==> src/design/status_pin_pkg.sv <==
// Package for the status pin source selector block.
// Assumes an APB slave with 32-bit data and word-aligned registers.
package status_pin_pkg;
    // Printed offset 0x1B is not a multiple of four: it is an index
    localparam logic [7:0]  CFG_INDEX        = 8'h1B;
    localparam logic [11:0] CFG_ADDR         = 12'h06C;
    localparam logic [11:0] IRQ_STATUS_ADDR  = 12'h100;
    localparam logic [11:0] IRQ_MASK_ADDR    = 12'h104;
    // Field layout of the config register
    localparam int          SEL_LSB          = 4;
    localparam int          POL_BIT          = 3;
    localparam logic [3:0]  SEL_RESET        = 4'h5;
    localparam logic        POL_RESET        = 1'b1;
    // Selector codes
    localparam logic [3:0]  SRC_PRI_LOS      = 4'h0;
    localparam logic [3:0]  SRC_SEC_LOS      = 4'h1;
    localparam logic [3:0]  SRC_PLL1_LOL     = 4'h2;
    localparam logic [3:0]  SRC_PLL1_R       = 4'h3;
    localparam logic [3:0]  SRC_PLL1_N       = 4'h4;
    localparam logic [3:0]  SRC_PLL2_LOL     = 4'h5;
    localparam logic [3:0]  SRC_PLL2_R       = 4'h6;
    localparam logic [3:0]  SRC_PLL2_N       = 4'h7;
    localparam logic [3:0]  SRC_PLL1_CAL     = 4'h8;
    localparam logic [3:0]  SRC_PLL2_CAL     = 4'h9;
    localparam logic [3:0]  SRC_INTERRUPT_SUMMARY         = 4'hA;
    localparam logic [3:0]  SRC_PLL1_M       = 4'hB;
    localparam logic [3:0]  SRC_PLL2_M       = 4'hC;
    localparam logic [3:0]  SRC_EEPROM       = 4'hD;
    localparam logic [3:0]  SRC_PLL1_SWITCH  = 4'hE;
    localparam logic [3:0]  SRC_PLL2_SWITCH  = 4'hF;
    // Interrupt status bits: 0 pin level rose, 1 config written
    localparam int          IRQ_W            = 2;
    localparam logic [1:0]  IRQ_MASK_RESET   = 2'h0;
endpackage

==> src/design/status_pin_source_select.sv <==
// Status pin A source selector with APB register access.
// Assumes divider pulse inputs and indications are synchronous to pclk.
`timescale 1ns/1ps
module status_pin_source_select
(
    input  wire logic        pclk,              // APB clock
    input  wire logic        presetn,           // Async reset, low
    input  wire logic        psel,              // APB select
    input  wire logic        penable,           // APB access phase
    input  wire logic        pwrite,            // APB direction
    input  wire logic [11:0] paddr,             // APB byte address
    input  wire logic [31:0] pwdata,            // APB write data
    output logic      [31:0] prdata,            // APB read data
    output logic             pready,            // APB ready
    output logic             pslverr,           // APB error
    input  wire logic        primary_reference_los,   // Primary LOSS_OF_SIGNAL
    input  wire logic        secondary_reference_los, // Secondary LOSS_OF_SIGNAL
    input  wire logic [1:0]  pll_loss_of_lock,  // Per PLL lock loss
    input  wire logic [1:0]  pll_r_tick,        // R divider pulses
    input  wire logic [1:0]  pll_r_bypass,      // R divider bypassed
    input  wire logic [1:0]  pll_n_tick,        // N divider pulses
    input  wire logic [1:0]  pll_m_tick,        // M divider pulses
    input  wire logic [1:0]  pll_m_bypass,      // M divider bypassed
    input  wire logic [1:0]  pll_vco_cal,       // VCO calibration busy
    input  wire logic        interrupt_summary, // From flag register
    input  wire logic        eeprom_active,     // EEPROM access busy
    input  wire logic [1:0]  pll_auto_switch,   // Sec-to-pri switch
    input  wire logic        test_override,     // Test claims pin
    input  wire logic        test_level,        // Pin level in test
    input  wire logic        image_load,        // One-cycle image strobe
    input  wire logic [7:0]  image_config,      // Image config byte
    output logic             status_pin_a,      // Status pin A
    output logic             irq                // Interrupt, high
);

    // All block state in one struct
    typedef struct packed {
        logic [3:0]  sel;       // Source selector
        logic        pol;       // Output polarity
        logic [5:0]  half;      // Toggles: R1 R2 N1 N2 M1 M2
        logic        pin;       // Registered pin level
        logic [1:0]  sts;       // Sticky interrupt status
        logic [1:0]  msk;       // Interrupt mask
        logic        irq;       // Registered interrupt
        logic [31:0] rdata;     // Read data
        logic        ready;     // Access phase answer
        logic        err;       // Unmapped access
    } state_t;

    state_t s_q;
    state_t s_d;

    // Address decode, used for both read and write paths
    function automatic logic is_addr(input logic [11:0] a,
                                     input logic [11:0] r);
        return a == r;
    endfunction

    logic        access;      // Access phase, first cycle
    logic        mapped;      // Address hits a register
    logic        raw;         // Selected indication, true level
    logic [5:0]  ticks;       // Divider pulses in toggle order
    logic [1:0]  ev;          // Events this cycle
    logic        cfg_wr;      // Config register written

    assign ticks = {pll_m_tick, pll_n_tick, pll_r_tick};

    // Next state
    always_comb
    begin
        s_d    = s_q;
        access = psel && penable && !s_q.ready;
        mapped = is_addr(paddr, status_pin_pkg::CFG_ADDR)
              || is_addr(paddr, status_pin_pkg::IRQ_STATUS_ADDR)
              || is_addr(paddr, status_pin_pkg::IRQ_MASK_ADDR);
        cfg_wr = access && pwrite
              && is_addr(paddr, status_pin_pkg::CFG_ADDR);
        // Divide-by-two toggles for divider outputs
        for (int i = 0; i < 6; i++)
        begin
            if (ticks[i])
            begin
                s_d.half[i] = !s_q.half[i];
            end
        end
        // Source multiplexer
        unique case (s_q.sel)
            status_pin_pkg::SRC_PRI_LOS:     raw = primary_reference_los;
            status_pin_pkg::SRC_SEC_LOS:     raw = secondary_reference_los;
            status_pin_pkg::SRC_PLL1_LOL:    raw = pll_loss_of_lock[0];
            status_pin_pkg::SRC_PLL2_LOL:    raw = pll_loss_of_lock[1];
            // Bypassed R divider has no halved output: hold low
            status_pin_pkg::SRC_PLL1_R:      raw = s_q.half[0] && !pll_r_bypass[0];
            status_pin_pkg::SRC_PLL2_R:      raw = s_q.half[1] && !pll_r_bypass[1];
            status_pin_pkg::SRC_PLL1_N:      raw = s_q.half[2];
            status_pin_pkg::SRC_PLL2_N:      raw = s_q.half[3];
            status_pin_pkg::SRC_PLL1_CAL:    raw = pll_vco_cal[0];
            status_pin_pkg::SRC_PLL2_CAL:    raw = pll_vco_cal[1];
            status_pin_pkg::SRC_INTERRUPT_SUMMARY:        raw = interrupt_summary;
            status_pin_pkg::SRC_PLL1_M:      raw = s_q.half[4] && !pll_m_bypass[0];
            status_pin_pkg::SRC_PLL2_M:      raw = s_q.half[5] && !pll_m_bypass[1];
            status_pin_pkg::SRC_EEPROM:      raw = eeprom_active;
            status_pin_pkg::SRC_PLL1_SWITCH: raw = pll_auto_switch[0];
            status_pin_pkg::SRC_PLL2_SWITCH: raw = pll_auto_switch[1];
        endcase
        // Test settings win; polarity applies only in normal use
        if (test_override)
        begin
            s_d.pin = test_level;
        end
        else
        begin
            s_d.pin = s_q.pol ? raw : !raw;
        end
        // Events: pin level rose, config written
        ev = {cfg_wr, s_d.pin && !s_q.pin};
        // APB answer: registered, pready one cycle after the access phase starts
        s_d.ready = access;
        s_d.err   = access && !mapped;
        s_d.rdata = 32'h0000_0000;
        if (access && !pwrite)
        begin
            if (is_addr(paddr, status_pin_pkg::CFG_ADDR))
            begin
                // Reserved bits 2:0 read as zero
                s_d.rdata[status_pin_pkg::SEL_LSB +: 4] = s_q.sel;
                s_d.rdata[status_pin_pkg::POL_BIT] = s_q.pol;
            end
            else if (is_addr(paddr, status_pin_pkg::IRQ_STATUS_ADDR))
            begin
                s_d.rdata[1:0] = s_q.sts;
            end
            else if (is_addr(paddr, status_pin_pkg::IRQ_MASK_ADDR))
            begin
                s_d.rdata[1:0] = s_q.msk;
            end
        end
        // Read clears status; a same-cycle event still sets
        if (access && !pwrite
            && is_addr(paddr, status_pin_pkg::IRQ_STATUS_ADDR))
        begin
            s_d.sts = ev;
        end
        else
        begin
            s_d.sts = s_q.sts | ev;
        end
        // Register writes; config bits 2:0 are dropped
        if (cfg_wr)
        begin
            s_d.sel = pwdata[status_pin_pkg::SEL_LSB +: 4];
            s_d.pol = pwdata[status_pin_pkg::POL_BIT];
        end
        else if (image_load)
        begin
            // Image overrides reset values at startup
            s_d.sel = image_config[status_pin_pkg::SEL_LSB +: 4];
            s_d.pol = image_config[status_pin_pkg::POL_BIT];
        end
        if (access && pwrite
            && is_addr(paddr, status_pin_pkg::IRQ_MASK_ADDR))
        begin
            s_d.msk = pwdata[1:0];
        end
        s_d.irq = |(s_d.sts & s_d.msk);
    end

    // State register
    always_ff @(posedge pclk or negedge presetn)
    begin
        if (!presetn)
        begin
            s_q       <= '0;
            s_q.sel   <= status_pin_pkg::SEL_RESET;
            s_q.pol   <= status_pin_pkg::POL_RESET;
            s_q.msk   <= status_pin_pkg::IRQ_MASK_RESET;
        end
        else
        begin
            s_q <= s_d;
        end
    end

    // Outputs straight from flip-flops
    assign prdata       = s_q.rdata;
    assign pready       = s_q.ready;
    assign pslverr      = s_q.err;
    assign status_pin_a = s_q.pin;
    assign irq          = s_q.irq;

endmodule

==> config.mk <==
export PLATFORM = sky130hd
export DESIGN_NAME = status_pin_source_select
export DESIGN_NICKNAME = d
export VERILOG_FILES = /design/src/design/status_pin_pkg.sv /design/src/design/status_pin_source_select.sv
export SDC_FILE = /design/constraint.sdc
export NUM_CORES = 1
export LEC_CHECK = 0
export BUFFER_PORTS_ARGS = -buffer_cell sky130_fd_sc_hd__buf_2
export CAP_MARGIN = 5
export CORE_UTILIZATION = 40
export DETAILED_ROUTE_END_ITERATION = 12
export MAX_ROUTING_LAYER = met4
export PLACE_DENSITY = 0.79
export SLEW_MARGIN = 30
export SYNTH_ARGS = -nofsm -noshare
export SYNTH_HDL_FRONTEND = slang
export SYNTH_SLANG_ARGS = --single-unit
==> constraint.sdc <==
create_clock -name pclk -period 3.9 [get_ports pclk]
set_input_delay 0.585 -clock pclk [delete_from_list [all_inputs] [get_ports pclk]]
set_output_delay 0.585 -clock pclk [all_outputs]
set_load 0.02 [all_outputs]
## Word-level counts from Yosys, hierarchy flattened

Cells that the tools add are included.

| storage, ports and cells | value |
|---|---|
| flip-flop bits (word level) | 26 |
| input bits | 80 |
| output and inout port bits | 36 |
| word-level logic and storage cells | 81 |

| operators by class | value |
|---|---|
| eq/ne operators | 18 |
| multiplexer cells | 13 |
| bitwise operators | 2 |
| reductions and logical operators | 33 |

Operators by type and width:

| operator | count |
|---|---|
| $eq 4x4->1 const B | 8 |
| $eq 12x9->1 const B | 2 |
| $mux 5 | 4 |
| $eq 4x3->1 const B | 4 |
| $pmux 1 s16 | 1 |
| $logic_not 1->1 | 15 |
| $logic_and 1x1->1 | 13 |
| $eq 12x7->1 const B | 1 |
| $mux 2 | 6 |
| $eq 4x2->1 const B | 2 |
| $eq 4x1->1 const B | 1 |
| $logic_not 4->1 | 1 |
| $and 2x2->2 | 1 |
| $logic_or 1x1->1 | 2 |
| $mux 1 | 2 |
| $or 2x2->2 | 1 |
| $reduce_bool 2->1 | 1 |
| $reduce_or 2->1 | 1 |

## Logic depth before layout (Yosys ltp)

| logic depth | value |
|---|---|
| depth in word-level cells | 11 |
| mapped depth | 7 |
| mapped depth without buffers | 6 |

## Worst setup path before layout

No wires, ideal clock.

| timing | value |
|---|---|
| path kind | in2reg |
| start point | input port paddr[5] |
| end point | register s_q, in the netlist irq |
| setup time | 119 ps |
| arrival time | 2067 ps |
| data required time | 3781 ps |
| setup slack | 1714 ps |
| stages on the path | 5 |
| path buffers | 0 |
| cell sequence | or4b_4 -> or3_4 -> o22a_4 -> a2bb2oi_2 -> a21bo_1 |

RTL lines:

| what | line | RTL |
|---|---|---|
| start: declaration | status_pin_source_select.sv:11 | `input wire logic [11:0] paddr,` |
| end: declaration | status_pin_source_select.sv:50 | `state_t s_q;` |

==> run metrics <==
fmax=474 MHz; WL met1=1.15 mm; synth top area cells=dfrtp_1 36%, buf_4 15%, mux2i_1 6.3%; Buf/Inv on CP=1; Yosys top cell area share=0.364; fraction of registers with async set/reset=1.00; status=finished clean; number of flops mapped to enable cells by yosys=0; hold crit path type=in -> async; Worst-path clk slew=0.08 ns; Int Pwr=0.000451 W; most common cell after layout, fill and taps aside=buf_2; CTS root buf=clkbuf_8; slew at the pin closest to its max-slew limit=0.550 ns; Cell Area, Placed=1760 sq um; final WL=2.72 mm; Ports=116; Worst EP arrival=2.26 ns; Sw Ratio=0.291; Synth Instances=151; first-pass GRT wire length=4.40 mm; Pwr Density=352 nW/um^2; RSZ-0062 raised after global routing=false; final RePlAce weighted congestion=0.768; full die area=4210 sq um; # fillers=369; Seq/Total Area, Yosys=0.414; crit-path cells=buf_2, or4b_4, or3_4, o21ai_1, a2bb2oi_2, a21bo_1; CTS tree=built; Critical Path End Type=register; Final min period=2.11 ns; Routed WL per cell=10.8 um; Layout Nets=284; Seq pwr share=0.551; # port buffers=62; # hold bufs at CTS=0; Overall Power=0.000636 W; overall global routing resource usage=0.140; Post-synth top flop=dfrtp_1; CORE AREA=3720 sq um; Initial Util=0.425; iteration-0 DRC count of the detailed router=19; CP peak stage delay=0.55 ns; post-route cell area=1810 sq um; Avg Inst Size Synth=10.5 sq um; Fin. Hold Viols=0; cell accounting for the most synthesized area=dfrtp_1; cell family with most CP delay=simple AND/OR/NAND/NOR gates; Slew Limit Fails=0; post-CTS resize count=0; # setup viols final=0; DR vias/cell=4.42; # diodes=0; register area=654 sq um; DIE WIDTH=64.9 um; clock power share=0.231; met3 wire length=118 um; antenna violations before repair=0; most frequent cells in the layout=62 x buf_2, 25 x conb_1, 23 x dfrtp_1; synth unique cells=49; Final TNS setup=0 ns; final antenna-violating net count=0; row cnt=22; peak supply drop=0.170 mV; Worst path slowest cell=or4b_4; total CTS buffers=3; fin crit share=0.540; proportion of power drawn by combinational gates=0.218; NetSw=0.000185 W; Critical Path RT=4.05 ns; Max Cap Violations=0; clock latency on the worst-skew pair=0.26 ns; Max-slew headroom=0.634; area grow syn2layout=14.3%; layout cells sized above 1=0.399; worst clock skew=0.000947 ns; gr ovfl total=0; chip height=64.9 um; DR top layer=met4; detailed placer's ending HPWL=2.25 mm; synth warn=0; Worst Path Max Fanout=4; wire length on met2=1.42 mm; Setup CP Type=in -> reg; vias in the first global route=1034; drt first pass iters=2; Post-CTS Setup Inserts=0; #FFs+latches synth=26; cell area after synthesis=1580 sq um; clock sink total=26; Layout Cells excl Fill=251; Placed Instances=247; via count=1110; Worst setup SP type=input pin; Remaining DRCs=0; CTS Buffer Depth=2; H-tree levels=1; largest net degree at the start of global routing=27; fin util=0.486; Leakage Power=0.964 nW; Multi-input gate area=714 sq um
-- area by class of cell --
cell class                      instances  area share
Multi-Input combinational cell        105       0.395
Sequential cell                        26       0.362
Timing Repair Buffer                   62       0.172
Tap cell                               48      0.0332
Clock buffer                            4      0.0249
Inverter                                6      0.0125
-- per-stage QoR --
| stage | setup WS (ns) | hold WS [ns] |
|---|---|---|
| CTS | 1.80 | 0.317 |
| global route | 1.77 | 0.348 |
| floorplan | 1.71 | 0.289 |
| finish | 1.79 | 0.303 |
| detailed placement | 1.52 | 0.450 |
| global placement | 1.54 | 0.451 |
-- sequential cells by signal (all words and copies together) (netlist names) --
name,cells
status_pin_a,1
pslverr,1
irq,1
pready,1
s_q,15
prdata,7
-- routing by layer --
layer | vias up | track usage
li1 | 555 | -
met1 | 520 | 0.164
met4 | 0 | 0.0583
met2 | 33 | 0.245
met5 | - | -
met3 | 2 | 0.0123
-- Yosys cell counts, types with 2 or more instances --
| library cell | n |
|---|---|
| nor3_1 | 3 |
| nand2_1 | 8 |
| mux2i_1 | 10 |
| xor2_1 | 6 |
| buf_6 | 2 |
| a21oi_1 | 4 |
| dfrtp_1 | 23 |
| nand2b_1 | 2 |
| dfstp_2 | 3 |
| nor2_1 | 5 |
| a21bo_1 | 2 |
| clkbuf_1 | 2 |
| nor2b_1 | 2 |
| o21ai_0 | 4 |
| inv_1 | 4 |
| and2_1 | 4 |
| buf_4 | 32 |
| o21ai_1 | 4 |
-- worst reg2reg max path, delay by kind of cell, from the launching register on --
| family | cells | cell delay [ns] |
|---|---|---|
| multiplexers | 2 | 0.71 |
| AO/OA/AOI/OAI | 3 | 0.48 |
| flip-flops | 1 | 0.67 |
-- kinds of logic after synthesis --
| logic type | Yosys count | share of synthesized area |
|---|---|---|
| compound gates | 23 | 0.108 |
| xor+xnor | 7 | 0.0388 |
| buf+inv | 44 | 0.191 |
| flops | 26 | 0.414 |
| mux | 12 | 0.0847 |
| other cells | 1 | 0.00237 |
| simple gates | 38 | 0.161 |
-- final timing paths --
kind	start	end	slack [ns]	cells after the start
setup / recovery	paddr[5]	irq$_DFF_PN0_	1.79	6
hold / removal	presetn	irq$_DFF_PN0_	0.30	1
setup reg to reg	s_q[47]$_DFFE_PN1P_	s_q[37]$_DFF_PN0_	1.94	5
hold reg to reg	s_q[44]$_DFFE_PN0P_	s_q[44]$_DFFE_PN0P_	0.46	1
max in group asynchronous	presetn	s_q[47]$_DFFE_PN1P_	3.23	1
min in group pclk	s_q[44]$_DFFE_PN0P_	s_q[44]$_DFFE_PN0P_	0.46	1
-- power groups by stage --
stage | Combinational (W) | Clock (W) | Sequential [W]
after floorplan | 0.000116 | 0 | 0.000346
after global placement | 0.000137 | 0 | 0.000353
after detailed placement | 0.000140 | 0 | 0.000356
after CTS | 0.000141 | 0.000154 | 0.000351
after global routing | 0.000153 | 0.000171 | 0.000357
final | 0.000138 | 0.000147 | 0.000350
Power figures use the tool's default switching activity.
